--- src/wtw_pkg.sv ---
package wtw_pkg;

	// ----------------------------------------------------------------
	// Register addresses (frame bits 15:13)
	// ----------------------------------------------------------------
	localparam logic [2:0] WD_CTRL_ADDR = 3'h0;
	localparam logic [2:0] ST_ADDR = 3'h3;

	// ----------------------------------------------------------------
	// Frame and field layout
	// ----------------------------------------------------------------
	localparam int FRAME_BITS = 16;
	localparam int ADDR_HI = 15;
	localparam int ADDR_LO = 13;
	localparam int LOCK_BIT = 12;
	localparam int MAIN_LOW_BIT = 11;
	localparam int XCVR_LOW_BIT = 10;
	localparam int LIN_A_BIT = 9;
	localparam int LIN_B_BIT = 8;
	localparam int CYCLIC_BIT = 7;
	localparam int WAKE_A_BIT = 6;
	localparam int POWER_UP_BIT = 5;
	localparam int WAKE_B_BIT = 4;
	localparam int CAN_WAKE_BIT = 3;
	localparam int MSEL_BIT = 11;
	localparam int PER_HI = 10;
	localparam int PER_LO = 8;

	// ----------------------------------------------------------------
	// Reset values and masks
	// ----------------------------------------------------------------
	localparam logic [15:0] FLAG_MASK = 16'h0FF8;
	localparam logic [15:0] ST_RST = 16'h0020;
	localparam logic [2:0] PER_DEF = 3'h4;
	localparam logic MSEL_RST = 1'b0;

	// ----------------------------------------------------------------
	// Timing: one oscillator tick per millisecond
	// ----------------------------------------------------------------
	localparam int CLK_MHZ = 125;
	localparam int TICK_US = 1000;
	localparam int TICK_CYC = TICK_US * CLK_MHZ;

	// Watchdog operating mode, one-hot
	typedef enum logic [2:0] {
		WTW_OFF = 3'b001,
		WTW_WINDOW = 3'b010,
		WTW_TIMEOUT = 3'b100
	} wtw_mode_t;

	// Period code to length in ticks (ms)
	function automatic logic [12:0] wtw_period_ms(input logic [2:0] code);
		logic [12:0] ms;
		ms = 13'h0080;
		unique case (code)
			3'h0: ms = 13'h0008;
			3'h1: ms = 13'h0010;
			3'h2: ms = 13'h0020;
			3'h3: ms = 13'h0040;
			3'h4: ms = 13'h0080;
			3'h5: ms = 13'h0100;
			3'h6: ms = 13'h0400;
			3'h7: ms = 13'h1000;
		endcase
		return ms;
	endfunction : wtw_period_ms

endpackage : wtw_pkg

--- src/wtw_reg_if.sv ---
`timescale 1ns/100ps
// Register access between the serial front end and the core
interface wtw_reg_if;
	logic [2:0] addr; // Register selected by the frame
	logic [15:0] rdata; // Read word of that register
	logic [15:0] wdata; // Whole received frame
	logic wr_stb; // One-cycle pulse at frame end

	modport spi (output addr, output wdata, output wr_stb, input rdata);
	modport core (input addr, input wdata, input wr_stb, output rdata);
endinterface : wtw_reg_if

--- src/wtw_spi_slave.sv ---
`timescale 1ns/100ps
// Serial slave: 16-bit frames, MSB first, sampled on rising SCK
module wtw_spi_slave
	import wtw_pkg::*;
(
	input wire logic mclk,
	input wire logic rst_n,
	input wire logic spi_sck,
	input wire logic spi_mosi,
	input wire logic spi_csn_n,
	output logic spi_miso,
	wtw_reg_if.spi bus
);

	// ----------------------------------------------------------------
	// Pin synchronisers {csn, sck, mosi}
	// ----------------------------------------------------------------
	logic [2:0] s1_r, s2_r, s3_r; // Three-stage chain
	logic [2:0] lvl_r, lvl_nxt; // Accepted levels
	logic [4:0] cnt_r; // Bits received in frame
	logic [15:0] sh_r; // Receive shift register
	logic [2:0] addr_r; // Latched address

	// Idle is chip select high
	always_ff @(posedge mclk)
	begin
		if (!rst_n)
		begin
			s1_r <= 3'h4;
			s2_r <= 3'h4;
			s3_r <= 3'h4;
			lvl_r <= 3'h4;
		end
		else
		begin
			s1_r <= {spi_csn_n, spi_sck, spi_mosi};
			s2_r <= s1_r;
			s3_r <= s2_r;
			lvl_r <= lvl_nxt;
		end
	end

	// A level counts only once stages two and three agree
	assign lvl_nxt = (~(s2_r ^ s3_r) & s3_r) | ((s2_r ^ s3_r) & lvl_r);

	// ----------------------------------------------------------------
	// Frame shifter
	// ----------------------------------------------------------------
	always_ff @(posedge mclk)
	begin
		if (!rst_n)
		begin
			cnt_r <= 5'h00;
			sh_r <= 16'h0000;
			addr_r <= 3'h0;
			spi_miso <= 1'b0;
			bus.wr_stb <= 1'b0;
			bus.wdata <= 16'h0000;
		end
		else
		begin
			bus.wr_stb <= 1'b0;
			if (lvl_r[2] && !lvl_nxt[2])
			begin
				// Frame start
				cnt_r <= 5'h00;
				spi_miso <= 1'b0;
			end
			else if (!lvl_r[2] && lvl_nxt[2])
			begin
				// Frame end; only exact 16-bit frames write
				spi_miso <= 1'b0;
				if (cnt_r == 5'(FRAME_BITS))
				begin
					bus.wr_stb <= 1'b1;
					bus.wdata <= sh_r;
				end
			end
			else if (!lvl_r[2] && !lvl_r[1] && lvl_nxt[1])
			begin
				// Rising SCK: take a bit, saturate the count
				sh_r <= {sh_r[14:0], lvl_nxt[0]};
				if (cnt_r != 5'h1F)
					cnt_r <= cnt_r + 5'h01;
				if (cnt_r == 5'h02)
					addr_r <= {sh_r[1:0], lvl_nxt[0]};
			end
			else if (!lvl_r[2] && lvl_r[1] && !lvl_nxt[1])
			begin
				// Falling SCK: present read bit once address is known
				if (cnt_r >= 5'h03 && cnt_r < 5'(FRAME_BITS))
					spi_miso <= bus.rdata[4'(5'h0F - cnt_r)];
				else
					spi_miso <= 1'b0;
			end
		end
	end

	assign bus.addr = addr_r;

endmodule : wtw_spi_slave

--- src/wtw_watchdog.sv ---
`timescale 1ns/100ps
module wtw_watchdog
	import wtw_pkg::*;
#(
	parameter int TICK_CYCLES = TICK_CYC // Clock cycles per 1 ms tick
)
(
	input wire logic mclk,
	input wire logic rst_n,
	input wire logic spi_sck,
	input wire logic spi_mosi,
	input wire logic spi_csn_n,
	output logic spi_miso,
	input wire logic wd_disable_pin,
	input wire logic [1:0] system_mode_code,
	input wire logic sys_overtemp,
	input wire logic ev_main_low,
	input wire logic ev_xcvr_low,
	input wire logic ev_lin_a,
	input wire logic ev_lin_b,
	input wire logic ev_wake_a,
	input wire logic ev_wake_b,
	input wire logic ev_can,
	output logic wd_reset_req,
	output wtw_mode_t wd_mode,
	output logic irq_pending
);

	// ----------------------------------------------------------------
	// Declarations
	// ----------------------------------------------------------------
	localparam int DIV_W = $clog2(TICK_CYCLES + 1);
	wtw_reg_if bus (); // Link to serial front end
	logic [15:0] st_r, st_nxt; // Pending flags, bits 11:3 only
	logic lock_r; // Write lock flag
	logic msel_r; // Watchdog mode select
	logic [2:0] per_r; // Period select code
	logic [12:0] cnt_r; // Ticks since period start
	logic [DIV_W-1:0] div_r; // Tick divider
	logic tick_r; // 1 ms enable pulse
	logic [2:0] pin_s_r; // Disable pin synchroniser
	logic pin_lvl_r; // Accepted pin level
	logic pin_prime_r; // First agreement seen
	wtw_mode_t mode_nxt; // Next watchdog mode
	logic [15:0] set_v, clr_v; // Flag set and clear vectors
	logic wr_st, wr_wd; // Effective register writes
	logic normal, standby, sleep; // Decoded system mode
	logic pending; // Any flag pending
	logic [12:0] per_ms, half_ms; // Trigger times
	logic ovf, early, cyc_set; // Watchdog events
	logic pin_chg, msel_chg, msel_ok; // Reset causes and gate
	logic rst_nxt; // System reset request

	// ----------------------------------------------------------------
	// Serial front end
	// ----------------------------------------------------------------
	wtw_spi_slave i_wtw_spi_slave (
		.mclk(mclk),
		.rst_n(rst_n),
		.spi_sck(spi_sck),
		.spi_mosi(spi_mosi),
		.spi_csn_n(spi_csn_n),
		.spi_miso(spi_miso),
		.bus(bus)
	);

	// ----------------------------------------------------------------
	// System mode decode
	// ----------------------------------------------------------------
	assign normal = system_mode_code[1];
	assign standby = (system_mode_code == 2'b00);
	assign sleep = (system_mode_code == 2'b01);
	assign pending = |(st_r & FLAG_MASK);

	// ----------------------------------------------------------------
	// Write decode; a frame with the lock bit set is read only
	// ----------------------------------------------------------------
	assign wr_st = bus.wr_stb && bus.addr == ST_ADDR && !bus.wdata[LOCK_BIT];
	assign wr_wd = bus.wr_stb && bus.addr == WD_CTRL_ADDR && !bus.wdata[LOCK_BIT];

	// Mode select may not move in Standby while anything is pending
	assign msel_ok = !(standby && pending);
	assign msel_chg = wr_wd && msel_ok && normal && (bus.wdata[MSEL_BIT] != msel_r);

	// ----------------------------------------------------------------
	// Read data; fixed address and zero reserved bits
	// ----------------------------------------------------------------
	always_comb
	begin
		bus.rdata = 16'h0000;
		if (bus.addr == ST_ADDR)
			bus.rdata = {ST_ADDR, lock_r, st_r[11:3], 3'h0};
		else if (bus.addr == WD_CTRL_ADDR)
			bus.rdata = {WD_CTRL_ADDR, 1'b0, msel_r, per_r, 8'h00};
	end

	// ----------------------------------------------------------------
	// Lock flag: last status frame's lock bit
	// ----------------------------------------------------------------
	always_ff @(posedge mclk)
	begin
		if (!rst_n)
			lock_r <= 1'b0;
		else if (bus.wr_stb && bus.addr == ST_ADDR)
			lock_r <= bus.wdata[LOCK_BIT];
	end

	// ----------------------------------------------------------------
	// Interrupt flags; a set in the clear cycle wins
	// ----------------------------------------------------------------
	always_comb
	begin
		set_v = 16'h0000;
		set_v[MAIN_LOW_BIT] = ev_main_low;
		set_v[XCVR_LOW_BIT] = ev_xcvr_low;
		set_v[LIN_A_BIT] = ev_lin_a;
		set_v[LIN_B_BIT] = ev_lin_b;
		set_v[CYCLIC_BIT] = cyc_set;
		set_v[WAKE_A_BIT] = ev_wake_a;
		set_v[WAKE_B_BIT] = ev_wake_b;
		set_v[CAN_WAKE_BIT] = ev_can;
		clr_v = wr_st ? (bus.wdata & FLAG_MASK) : 16'h0000;
		st_nxt = ((st_r & ~clr_v) | set_v) & FLAG_MASK;
	end

	// Power-up flag comes up set
	always_ff @(posedge mclk)
	begin
		if (!rst_n)
			st_r <= ST_RST;
		else
			st_r <= st_nxt;
	end

	// ----------------------------------------------------------------
	// Control register fields
	// ----------------------------------------------------------------
	always_ff @(posedge mclk)
	begin
		if (!rst_n)
			msel_r <= MSEL_RST;
		else if (wr_wd && msel_ok)
			msel_r <= bus.wdata[MSEL_BIT];
	end

	// Period falls back to default on any watchdog reset
	always_ff @(posedge mclk)
	begin
		if (!rst_n)
			per_r <= PER_DEF;
		else if (rst_nxt)
			per_r <= PER_DEF;
		else if (wr_wd)
			per_r <= bus.wdata[PER_HI:PER_LO];
	end

	// ----------------------------------------------------------------
	// Disable pin: three flops, change counts when two and three agree
	// ----------------------------------------------------------------
	always_ff @(posedge mclk)
	begin
		if (!rst_n)
		begin
			pin_s_r <= 3'h0;
			pin_lvl_r <= 1'b0;
			pin_prime_r <= 1'b0;
		end
		else
		begin
			pin_s_r <= {pin_s_r[1:0], wd_disable_pin};
			if (pin_s_r[1] == pin_s_r[2])
			begin
				// First agreement only loads; avoids a false reset at power-up
				pin_lvl_r <= pin_s_r[2];
				pin_prime_r <= 1'b1;
			end
		end
	end

	assign pin_chg = pin_prime_r && (pin_s_r[1] == pin_s_r[2]) && (pin_s_r[2] != pin_lvl_r);

	// ----------------------------------------------------------------
	// Mode selection
	// ----------------------------------------------------------------
	always_comb
	begin
		mode_nxt = WTW_OFF;
		if (pin_lvl_r || sys_overtemp || sleep)
			mode_nxt = WTW_OFF;
		else if (normal && !msel_r)
			mode_nxt = WTW_WINDOW;
		else if (normal && msel_r)
			mode_nxt = WTW_TIMEOUT;
		else if (standby && (!msel_r || pending))
			mode_nxt = WTW_TIMEOUT;
	end

	always_ff @(posedge mclk)
	begin
		if (!rst_n)
			wd_mode <= WTW_OFF;
		else
			wd_mode <= mode_nxt;
	end

	// ----------------------------------------------------------------
	// Oscillator tick divider; runs free like the real oscillator
	// ----------------------------------------------------------------
	always_ff @(posedge mclk)
	begin
		if (!rst_n)
		begin
			div_r <= '0;
			tick_r <= 1'b0;
		end
		else if (div_r == DIV_W'(TICK_CYCLES - 1))
		begin
			div_r <= '0;
			tick_r <= 1'b1;
		end
		else
		begin
			div_r <= div_r + DIV_W'(1);
			tick_r <= 1'b0;
		end
	end

	// ----------------------------------------------------------------
	// Watchdog events
	// ----------------------------------------------------------------
	assign per_ms = wtw_period_ms(per_r);
	assign half_ms = per_ms >> 1;
	// Any period change clears the count, so a shorter period runs in full from zero
	assign ovf = (wd_mode != WTW_OFF) && tick_r && (cnt_r >= per_ms - 13'h0001);
	assign early = (wd_mode == WTW_WINDOW) && wr_wd && (cnt_r < half_ms);
	assign cyc_set = (wd_mode == WTW_TIMEOUT) && ovf && !st_r[CYCLIC_BIT];

	always_comb
	begin
		rst_nxt = 1'b0;
		unique case (wd_mode)
			WTW_WINDOW: rst_nxt = early || ovf;
			WTW_TIMEOUT: rst_nxt = ovf && st_r[CYCLIC_BIT];
			WTW_OFF: rst_nxt = 1'b0;
			default: rst_nxt = 1'b0;
		endcase
		if (pin_chg && (normal || standby))
			rst_nxt = 1'b1;
		if (msel_chg)
			rst_nxt = 1'b1;
	end

	// Reset request: one-cycle pulse to the reset block
	always_ff @(posedge mclk)
	begin
		if (!rst_n)
			wd_reset_req <= 1'b0;
		else
			wd_reset_req <= rst_nxt;
	end

	// ----------------------------------------------------------------
	// Period counter
	// ----------------------------------------------------------------
	always_ff @(posedge mclk)
	begin
		if (!rst_n)
			cnt_r <= 13'h0000;
		else if (mode_nxt == WTW_OFF || wd_mode == WTW_OFF)
			cnt_r <= 13'h0000;
		else if (wr_wd || ovf || rst_nxt)
			cnt_r <= 13'h0000;
		else if (tick_r)
			cnt_r <= cnt_r + 13'h0001;
	end

	// Pending summary output
	always_ff @(posedge mclk)
	begin
		if (!rst_n)
			irq_pending <= 1'b1;
		else
			irq_pending <= |st_nxt;
	end

	// ----------------------------------------------------------------
	// Assertions
	// ----------------------------------------------------------------
	property p_lock_blocks;
		@(posedge mclk) disable iff (!rst_n)
		(bus.wr_stb && bus.addr == ST_ADDR && bus.wdata[LOCK_BIT] && !ev_can
			&& st_r[CAN_WAKE_BIT]) |=> st_r[CAN_WAKE_BIT];
	endproperty
	a_lock_blocks: assert property (p_lock_blocks) else $error("locked write cleared a flag");

	property p_clear_one;
		@(posedge mclk) disable iff (!rst_n)
		(wr_st && bus.wdata[CAN_WAKE_BIT] && !ev_can) |=> !st_r[CAN_WAKE_BIT];
	endproperty
	a_clear_one: assert property (p_clear_one) else $error("write one did not clear");

	property p_set_wins;
		@(posedge mclk) disable iff (!rst_n)
		(ev_main_low |=> st_r[MAIN_LOW_BIT]) and (ev_lin_a |=> st_r[LIN_A_BIT]);
	endproperty
	a_set_wins: assert property (p_set_wins) else $error("event lost");

	property p_early;
		@(posedge mclk) disable iff (!rst_n)
		early |=> wd_reset_req ##1 (per_r == PER_DEF);
	endproperty
	a_early: assert property (p_early) else $error("early trigger gave no reset");

	property p_win_ovf;
		@(posedge mclk) disable iff (!rst_n)
		(wd_mode == WTW_WINDOW && ovf) |=> (wd_reset_req && cnt_r == 13'h0000);
	endproperty
	a_win_ovf: assert property (p_win_ovf) else $error("window overflow gave no reset");

	property p_open_trig;
		@(posedge mclk) disable iff (!rst_n)
		(wd_mode == WTW_WINDOW && wr_wd && cnt_r >= half_ms && !msel_chg && !pin_chg)
			|=> (!wd_reset_req && cnt_r == 13'h0000);
	endproperty
	a_open_trig: assert property (p_open_trig) else $error("open trigger mishandled");

	property p_to_first;
		@(posedge mclk) disable iff (!rst_n)
		(cyc_set && !pin_chg && !msel_chg) |=> (st_r[CYCLIC_BIT] && !wd_reset_req);
	endproperty
	a_to_first: assert property (p_to_first) else $error("cyclic not set");

	property p_to_second;
		@(posedge mclk) disable iff (!rst_n)
		(wd_mode == WTW_TIMEOUT && ovf && st_r[CYCLIC_BIT]) |=> wd_reset_req;
	endproperty
	a_to_second: assert property (p_to_second) else $error("second overflow no reset");

	property p_pin_off;
		@(posedge mclk) disable iff (!rst_n)
		pin_lvl_r |=> (wd_mode == WTW_OFF);
	endproperty
	a_pin_off: assert property (p_pin_off) else $error("watchdog on with pin high");

	property p_msel_frozen;
		@(posedge mclk) disable iff (!rst_n)
		(wr_wd && standby && pending) |=> $stable(msel_r);
	endproperty
	a_msel_frozen: assert property (p_msel_frozen) else $error("mode select changed");

	property p_reset_period;
		@(posedge mclk) disable iff (!rst_n)
		wd_reset_req |-> (per_r == PER_DEF);
	endproperty
	a_reset_period: assert property (p_reset_period) else $error("period not default");

endmodule : wtw_watchdog

--- config.mk ---
export PLATFORM = sky130hd
export DESIGN_NAME = wtw_watchdog
export DESIGN_NICKNAME = d
export VERILOG_FILES = /design/src/wtw_pkg.sv /design/src/wtw_reg_if.sv /design/src/wtw_spi_slave.sv /design/src/wtw_watchdog.sv
export SDC_FILE = /design/constraint.sdc
export NUM_CORES = 1
export LEC_CHECK = 0
export BUFFER_PORTS_ARGS = -buffer_cell sky130_fd_sc_hd__buf_2
export CORE_MARGIN = 2
export CORE_UTILIZATION = 42
export CTS_BUF_LIST = sky130_fd_sc_hd__clkbuf_2
export CTS_CLUSTER_SIZE = 40
export DETAILED_ROUTE_END_ITERATION = 7
export GPL_TIMING_DRIVEN = 0
export PLACE_DENSITY = 0.55
export REMOVE_ABC_BUFFERS = 1
export SYNTH_ARGS = -nofsm -noshare
export SYNTH_HDL_FRONTEND = slang
export SYNTH_SLANG_ARGS = --single-unit
--- constraint.sdc ---
create_clock -name mclk -period 3.6 [get_ports mclk]
set_clock_uncertainty 0.1 [all_clocks]
set_input_delay 0.36 -clock mclk [delete_from_list [all_inputs] [get_ports mclk]]
set_output_delay 0.36 -clock mclk [all_outputs]
set_load 0.03 [all_outputs]
== After elaboration in Yosys (flattened, before gate mapping) ==
Memories as Yosys holds them, arrays and structs flattened. A register that Yosys moved wholly into a read port is not among the register bits.
Index checks and enable logic that the tools add are counted.
Storage, ports and cells
  register bits after elaboration: 103
  ROM bits: 64
  bits of input ports: 16
  output and inout bits: 6
  word-level logic and storage cells: 136
  memories kept: 1
Operators by class
  $add $sub $neg: 5
  $lt $le $gt $ge: 5
  equality and inequality tests: 14
  muxes and demuxes: 17
  bitwise gates (word level): 12
  reduce and logical (&&, ||, !) cells: 59
Memory list
  (no name shown): words 8, width 8, read ports 1, clocked after Yosys merged registers in 1, write ports 0, line wtw_pkg.sv:55  | unique case (code)
Operators by type and width (count)
  1-bit logical AND: 28
  12-bit two-way mux: 2
  3-bit two-way mux: 6
  9-bit OR reduction: 2
  17-bit by 1-bit adder with 17-bit output, second input constant: 1
  17-bit == test, second input constant: 1
  16-bit two-way mux: 1
  13-bit by 1-bit adder with 13-bit output, second input constant: 1
  13-bit greater-or-equal comparator: 1
  13-bit by 12-bit less-than comparator with 1-bit output: 1
  13-bit by 1-bit subtractor with 13-bit output, second input constant: 1
  12-bit AND: 1
  12-bit NOT: 1
  12-bit bitwise OR: 1
  3-bit AND reduction: 3
  3-bit OR reduction: 3
  1-bit zero test: 8
  1-bit logical OR: 8
  3-bit AND: 2
  3-bit by 1-bit == test with 1-bit output, second input constant: 2
  3-bit by 2-bit == test with 1-bit output, second input constant: 2
  1-bit two-way mux: 6
  2-bit OR reduction: 3
  5-bit by 1-bit adder with 5-bit output, second input constant: 1
  22 further kinds: 26

== Depth between registers and ports, before layout ==
Gate-level depths: netlist of run 1.
  depth in word-level cells: 11
  depth in mapped cells: 11
  depth with buffers taken out: 10

== Cells and area by module ==
From an unflattened synthesis of run 1, not the netlist that was laid out.
Unflattened totals
  cell total of the unflattened synthesis: 605
  area total of the unflattened synthesis: 5424.0 sq um
Modules (own cells, without submodules)
  wtw_watchdog: instances 1, cells an instance 378, area each 3254.4 sq um, sequential area each 1261.2 sq um
  wtw_spi_slave: instances 1, cells an instance 227, area each 2169.6 sq um, sequential area each 1081.0 sq um

== Least setup slack after synthesis of run 1 ==
OpenSTA, ideal clock, no wires.
  path kind: reg2reg
  start point: reg per_ms[5] (netlist name)
  end point: reg wd_reset_req
  setup time: 0.058 ns
  arrival time: 2.665 ns
  data required time: 3.442 ns
  slack: 0.777 ns
  cell stages (with the launch flop): 11
  buffers on the path: 1
  clock period less this slack: 2.823 ns
  cell sequence: dfxtp_1 > nor4_1 > and3_1 > xnor2_1 > ha_1 > nand2_1 > nor4_1 > a221oi_2 > a2111oi_4 > buf_2 > o31a_2
Between the ends
  cells in the longest elaborated chain, start to end: 7
  elaborated cells between the ends (all ways): 10
RTL lines
  13-bit by 1-bit subtractor with 13-bit output: line wtw_watchdog.sv:234  | assign ovf = (wd_mode != WTW_OFF) && tick_r && (cnt_r >= per_ms - 13'h0001);
  13-bit greater-or-equal comparator: line wtw_watchdog.sv:234
  1-bit logical AND: line wtw_watchdog.sv:234
  1-bit logical AND or 1-bit logical OR (tied branches): line wtw_watchdog.sv:243, wtw_watchdog.sv:242
  1-bit one-hot mux with 2 select lines *: line wtw_watchdog.sv:241  | unique case (wd_mode)
  1-bit two-way mux *: line wtw_watchdog.sv:247  | if (pin_chg && (normal || standby))
  1-bit two-way mux *: line wtw_watchdog.sv:249  | if (msel_chg)
  end signal, assigned: line wtw_watchdog.sv:259  | wd_reset_req <= rst_nxt;
  end, declared: line wtw_watchdog.sv:24  | output logic wd_reset_req,
Every way passes the cells marked *; elsewhere a longest branch is shown, timed or not.
A chain may end at the register's enable or synchronous reset.

== Final worst setup path of run 1 ==
  start point: reg per_ms[5] (netlist name)
  end point: reg wd_reset_req
Between the ends
  cells in the longest elaborated chain, start to end: 7
  elaborated cells between the ends (all ways): 10
RTL lines (line)
  13-bit by 1-bit subtractor with 13-bit output: wtw_watchdog.sv:234
  13-bit greater-or-equal comparator: wtw_watchdog.sv:234
  1-bit logical AND: wtw_watchdog.sv:234
  1-bit logical AND or 1-bit logical OR (tied branches): wtw_watchdog.sv:243, wtw_watchdog.sv:242
  1-bit one-hot mux with 2 select lines *: wtw_watchdog.sv:241
  1-bit two-way mux *: wtw_watchdog.sv:247
  1-bit two-way mux *: wtw_watchdog.sv:249
Marked as above.

==> results of run 1 <==
==> final cells by class <==
cell class / instances / area [um2] / share of cell area [%]
multi-input combinational: 409 / 2780 / 49.7
sequential: 108 / 2160 / 38.6
timing repair buffer: 35 / 243 / 4.34
tap: 147 / 184 / 3.29
inverter: 28 / 105 / 1.88
clock inverter: 7 / 72.6 / 1.30
clock buffer: 9 / 45.0 / 0.805
==> cells in the mapped netlist, types with 2 or more instances <==
| cell | count |
|---|---|
| nor2b_1 | 3 |
| o211ai_1 | 3 |
| and2_1 | 17 |
| mux4_2 | 3 |
| a211oi_1 | 3 |
| nand3_1 | 21 |
| nor4b_1 | 2 |
| dfxtp_1 | 108 |
| nand2b_1 | 8 |
| xnor2_1 | 20 |
| buf_2 | 8 |
| nor4_1 | 9 |
| nand4_1 | 11 |
| xor2_1 | 16 |
| nand4b_1 | 3 |
| a31oi_1 | 4 |
| or3_1 | 2 |
| ha_1 | 25 |
| nand3b_1 | 2 |
| a21oi_1 | 22 |
| nor3_1 | 13 |
| nor2_1 | 93 |
| o21ai_0 | 12 |
| clkbuf_1 | 10 |
| nor4bb_1 | 3 |
| inv_1 | 28 |
| and4_1 | 5 |
| mux2i_1 | 30 |
| a41oi_1 | 7 |
| nor3b_1 | 2 |
| a21o_1 | 3 |
| nand2_1 | 32 |
| and3_1 | 7 |
==> sequential cells by signal, summed over array words and instances, names as in the netlist, 3 cells and up <==
signal,cells
div_r,17
cnt_r,13
i_wtw_spi_slave.sh_r,13
i_wtw_spi_slave.bus.wdata,10
st_r,9
per_ms,8
i_wtw_spi_slave.cnt_r,5
i_wtw_spi_slave.bus.addr,3
i_wtw_spi_slave.lvl_r,3
i_wtw_spi_slave.s1_r,3
i_wtw_spi_slave.s2_r,3
i_wtw_spi_slave.s3_r,3
per_r,3
pin_s_r,3
wd_mode,3
==> worst paths after layout <==
kind                                                 to               startpoint
worst min-delay path                            st_r[3]                   ev_can
worst min register to register  i_wtw_spi_slave.s2_r[0]  i_wtw_spi_slave.s1_r[0]
worst max-delay path                       wd_reset_req                per_ms[5]
worst max register to register             wd_reset_req                per_ms[5]
==> layer usage <==
metal  vias to the layer above  routed length (um)  track usage [%]
met4                         0                  99             3.74
met3                         6                 339             4.66
li1                       2025                   -                -
met2                        44                4780             26.6
met5                         -                   0                0
met1                      1813                5200             23.6
==> power breakdown <==
group,internal (mW),switching (mW),leakage (nW),total (mW)
clock,0.166,0.416,0.0724,0.582
sequential,1.22,0.0134,0.876,1.23
combinational,0.0348,0.0417,1.35,0.0766
total,1.42,0.471,2.30,1.89
==> per-stage QoR <==
| stage | cells | area, um2 | util, % |
|---|---|---|---|
| after global routing | 743 | 5590 | 46.8 |
| after detailed placement | 713 | 5330 | 44.6 |
| after global placement | 713 | 5330 | 44.6 |
| after CTS | 742 | 5580 | 46.7 |
| after floorplan | 545 | 5040 | - |
| final | 743 | 5590 | 46.8 |
==> what timing repair did <==
| action | CTS | global route |
|---|---|---|
| hold buffers | 13 | 0 |
| setup buffers | 0 | 1 |
| endpoints found under the hold margin | 14 | 0 |
| gates resized for setup | 0 | 1 |
| endpoints found under the setup margin | 0 | 15 |
==> worst min-delay path, stage by stage <==
cell and delay, ns:
buf_2 0.11, nor2_1 0.09, a41oi_1 0.07, and2_1 0.15
==> logic make-up after synthesis <==
logic type | after synthesis
simple gates | 247
flops | 108
compound gates | 66
buf+inv | 47
xor+xnor | 36
mux | 34
fa+ha+maj | 26
==> placed cells by master, fill, tap and decap left out, drive strengths merged, types with 4 or more instances in the layout <==
cell type      n
nor2          94
dlygate4sd3   13
nand2         33
xnor2         20
nand3         21
dfxtp        108
and3           7
a21oi         22
xor2          16
inv           31
o21ai         13
o211ai         4
nand4         11
a31oi          4
clkbuf         9
mux2i         30
nor4          10
nor3          13
nand2b         8
and2          17
a41oi          7
ha            25
buf           22
and4           5
nor3b          4
==> results.ini, run 1 <==
[status]
status=complete, no violations

[routing]
first_iter_violations=184
drtPass1Iterations=5
drtAntennaViolNets=0
viasPerCell=5.23
wl_um=10400
wire_per_inst_um=14.0
vias=3888
drc_errors=0

[clock_tree]
cts-root-buf=clkbuf_2
path_clk_slew_ns=0.30
cts.sinks=108
cts_tree=built
cts_max_level=3
clk_latency_ns=0.63
cts.path.max_buffers=2
cts_buffers=9

[worst_setup_path]
critical_path.cell_chain=nor4_2 > and3_1 > xnor2_1 > ha_1 > nand2_1 > nor4_1 > a221oi_2 > a2111oi_4 > o31a_2
cp.arrival_ns=3.65
setup.worst_path.end_class=flop
cp_slowest_cell=a2111oi_4
cpPeakStageDelay_ns=0.68
worstPathRequired_ns=4.07
crit_buf_inv=0
worstPathMaxFanout=12
critPathTopFamily=simple AND/OR/NAND/NOR gates
reg2reg_depth=9
setup.worst_path.start_class=flop
rrSetupSlack_ns=0.42
worstSetupPathType=reg -> reg
cp.depth=9

[logic_synthesis]
syn_inst=564
ys_types=62
synth.area.top_cells=dfxtp_1, nor2_1, ha_1
synth_top_area_share_pct=42.1
yosysWarningCount=0
postSynthAreaPerCell_um2=9.10
yosys.area_share.xor_xnor_pct=6.14
ys_async_sr_fraction_pct=0
yosys.area.top_type=dfxtp_1
synth_edf_count=0
mappedNetlistArea_um2=5130
synth_top_family_by_area=simple AND/OR/NAND/NOR gates
synth_seq_cells=108
synth_seq_area_share_pct=42.1
synthAdderAreaFrac_pct=6.29
synthSimpleGateAreaFrac_pct=25.1
synthFlopType=dfxtp_1
synth_compound_area_share_pct=9.22
synth_mux_area_share_pct=7.39

[timing]
worstMarginPinSlew_ns=1.20
fin_ws_ns=0.420
hold_violations=0
fmax_mhz=314
hold_slack_ns=0.0499
finalCriticalPeriod_ns=3.18
finalCritPeriodShare_pct=88.3
slew_violations=0
rsz0062_at_grt=false
setup_tns_ns=0
setup_viol=0
slew_headroom_pct=20.2

[global_routing]
antenna_found_initial=0
grt_max_degree=39
grtUsageTotal_pct=17.0
grt_overflow=0
grt_pass1_wl_um=17900
grt_pass1_vias=3639

[floorplanning]
rows=40
die_h_um=115
ios=22
die_w_um=115
dieArea_um2=13100
initial_core_util_pct=42.9
core_um2=12000

[cells_and_area]
layout-drive-gt1-share_pct=9.73
antenna_cells=0
nNetsFinal=632
area_delta_synth_final_pct=9.00
nFillCells=1181

[power_and_ir_drop]
p_leak_nw=2.30
power.density_nw_per_um2=338
total_power_mw=1.89
ir_worst_vdd_mv=0.330

[worst_hold_path]
hp-class=in -> reg
whs_path_depth=4

[place]
place_ws_ns=0.162
io_buffer_count=21
gp_congestion=0.786
place_hpwl_um=7420

[job]
drv_cap=0

(Power assumes the default switching activity.)
==> run 2: changes to the inputs <==
--- a/config.mk
+++ b/config.mk
@@ -5,8 +5,9 @@
 export SDC_FILE = /design/constraint.sdc
 export NUM_CORES = 1
 export LEC_CHECK = 0
+export ABC_AREA = 1
 export BUFFER_PORTS_ARGS = -buffer_cell sky130_fd_sc_hd__buf_2
-export CORE_MARGIN = 2
+export CORE_MARGIN = 5
 export CORE_UTILIZATION = 42
 export CTS_BUF_LIST = sky130_fd_sc_hd__clkbuf_2
 export CTS_CLUSTER_SIZE = 40
==> run 2 against run 1 <==
Utilization up 0.25 points; routed wire length up 5.6%; register-to-register slack got worse by 0.099 ns; power rose by 2.8%; die area rose by 11%; synthesized area unchanged; global-route usage down 1.0 points; via count increased by 9.7%; count of clock-buffer cells in the layout unchanged; sequential share of layout area shrank 0.37 points; clock power grew 7.6%; fmax down 3.0%.
==> results.ini, run 2 <==
[status]
status=complete, no violations

[clock_tree]
cts-root-buf=clkbuf_2
cts.path.max_buffers=2
cts.sinks=108
cts_buffers=9
path_clk_slew_ns=0.31
cts.repair.resized=0
cts_max_level=3
cts_tree=built
clk_latency_ns=0.64

[routing]
wire_per_inst_um=12.9
wl_um=11000
drtAntennaViolNets=0
drtPass1Iterations=4
first_iter_violations=240
vias=4267
viasPerCell=5.01
drc_errors=0

[logic_synthesis]
synth_top_family_by_area=simple AND/OR/NAND/NOR gates
synth_seq_area_share_pct=42.1
synth_seq_cells=108
ys_async_sr_fraction_pct=0
yosys.area.top_type=dfxtp_1
synth.most_common_cell=nand2_1
syn_inst=666
synth.area.top_cells=dfxtp_1, nand2_1, ha_1
synth_commonest_cells=nand2_1, dfxtp_1, inv_1, nor2_1, a21oi_1
yosys.area_share.xor_xnor_pct=3.41
synth_mux_area_share_pct=0.195
synth_top_area_share_pct=42.1
mappedNetlistArea_um2=5130
postSynthAreaPerCell_um2=7.71
ys_types=48
synthSimpleGateAreaFrac_pct=29.8
synth_compound_area_share_pct=10.7
synthFlopType=dfxtp_1
synth_edf_count=0
yosysWarningCount=0
synthAdderAreaFrac_pct=6.09

[cells_and_area]
nFillCells=1233
antenna_cells=0
nNetsFinal=740
area_delta_synth_final_pct=10.0
layout.cells.most_common=nand2_1
layout-drive-gt1-share_pct=11.2
largest-register=div_r
top_regs=div_r x17, cnt_r x13, i_wtw_spi_slave.sh_r x13
final_cell_mix=nand2_1, dfxtp_1, inv_1
largest_reg_flops=17

[timing]
fin_ws_ns=0.321
setup_viol=0
worstMarginPinSlew_ns=1.04
finalCriticalPeriod_ns=3.28
rsz0062_at_grt=false
hold_violations=0
setup_tns_ns=0
finalCritPeriodShare_pct=91.1
slew_headroom_pct=30.4
slew_violations=0
fmax_mhz=305

[worst_setup_path]
critical_path.cell_chain=inv_1 > nand3_1 > nor3_1 > nand2_1 > nor2_1 > xor2_1 > ha_1 > nand2_1 > nor2_1 > nand2_1 > nor2_1 > nor2_1 > nand3_1 > nand2_2 > nand3_1 > nor3b_1
worstPathMaxFanout=13
cp.depth=16
worstPathRequired_ns=4.06
critPathTopFamily=simple AND/OR/NAND/NOR gates
cp.arrival_ns=3.74
cp_slowest_cell=nand3_1
worstSetupPathType=reg -> reg
cpPeakStageDelay_ns=0.52
reg2reg_depth=16
crit_buf_inv=1
timing.rr.start=per_ms[3]
setup.worst_path.end_class=flop
setup.worst_path.start_class=flop
path_common_cell=nor2_1
critPathLaunch=per_ms[3]

[place]
place_ws_ns=0.364
place_hpwl_um=8100
io_buffer_count=21
gp_congestion=0.839

[global_routing]
grtUsageTotal_pct=16.0
grt_overflow=0
grt_pass1_wl_um=18900
grt_max_degree=39
grt_pass1_vias=4023
antenna_found_initial=0

[worst_hold_path]
hp-start=rst_n
whs_path_depth=2
hp-class=in -> reg

[power_and_ir_drop]
ir_worst_vdd_mv=0.215
p_leak_nw=2.34
power.density_nw_per_um2=344

[floorplanning]
rows=40
dieArea_um2=14500
core_um2=12000
die_h_um=121
die_w_um=121
initial_core_util_pct=42.7
ios=22

[job]
drv_cap=0

run 2: changes by cell type after synthesis, sizes merged, moves of 8 or more:
| cell | before | now |
|---|---|---|
| mux2i | 30 | 1 |
| nand3 | 21 | 45 |
| nand2 | 33 | 119 |
| xnor2 | 20 | 7 |
| a21oi | 22 | 51 |
| and2 | 17 | 0 |
| nor2 | 94 | 75 |
| inv | 28 | 80 |
| nand2b | 8 | 0 |
| nor3 | 13 | 40 |
| o21ai | 13 | 36 |
run 2: repair_timing:
item | 4_1_cts | 5_1_grt
setup buffers | 0 | 0
hold buffers | 17 | 0
endpoints found under the hold margin | 15 | 0
endpoints found under the setup margin | 0 | 0
run 2: layer usage:
layer	share of wire, %	wire, um	GRT usage, %	vias up
met5	0	0	0	-
met4	1.2	137	5.17	0
met3	2.9	317	3.60	11
met2	44	4820	24.3	53
met1	52	5730	22.5	1951
li1	-	-	-	2252
run 2: worst paths after layout:
| kind | slack [ns] | endpoint |
|---|---|---|
| worst max-delay path | 0.32 | cnt_r[8] |
| worst min-delay path | 0.11 | i_wtw_spi_slave.lvl_r[2] |
| worst max register to register | 0.32 | cnt_r[8] |
| worst min register to register | 0.34 | pin_s_r[1] |
run 2: area by class of cell:
| type | instances | area, um2 | share of cell area (%) |
|---|---|---|---|
| Sequential cell | 108 | 2160 | 38.3 |
| Clock inverter | 7 | 91.3 | 1.62 |
| Multi-Input combinational cell | 459 | 2580 | 45.6 |
| Clock buffer | 9 | 45.0 | 0.798 |
| Inverter | 83 | 314 | 5.56 |
| Timing Repair Buffer | 38 | 275 | 4.87 |
| Tap cell | 147 | 184 | 3.26 |
run 2: metrics by stage:
stage                     area [um2]  instances  hold WS [ns]  utilization [%]  power [mW]
after floorplan                 5050        650         0.290                -        1.29
after global placement          5340        818         0.293             44.5        1.32
after detailed placement        5340        818         0.300             44.5        1.32
after CTS                       5650        851        0.0510             47.0        1.97
after global routing            5650        851        0.0361             47.0        2.04
final                           5650        851         0.106             47.0        1.94
run 2: worst reg2reg max path, cell delays in order, from the launching register on:
cell     delay [ns]
dfxtp_1        0.41
inv_1          0.08
nand3_1        0.13
nor3_1         0.38
nand2_1        0.09
nor2_1         0.17
xor2_1         0.16
ha_1           0.27
nand2_1        0.07
nor2_1         0.05
nand2_1        0.10
nor2_1         0.05
nor2_1         0.07
nand3_1        0.09
nand2_2        0.10
nand3_1        0.52
nor3b_1        0.38
run 2: report_power, final:
part / switching (mW) / internal (mW) / leakage [nW]
Clock: 0.447 / 0.179 / 0.0778
Combinational: 0.0525 / 0.0351 / 1.39
Sequential: 0.0112 / 1.22 / 0.876
Total: 0.511 / 1.43 / 2.34
run 2: kinds of logic (layout without fill, tap and decap cells):
logic type / after synthesis / in the layout
flip-flops: 108 / 108
AO/OA/AOI/OAI: 101 / 101
adder cells (fa/ha/maj): 25 / 25
XOR/XNOR: 20 / 20
buffers and inverters: 99 / 137
multiplexers: 1 / 1
AND/OR/NAND/NOR: 312 / 312
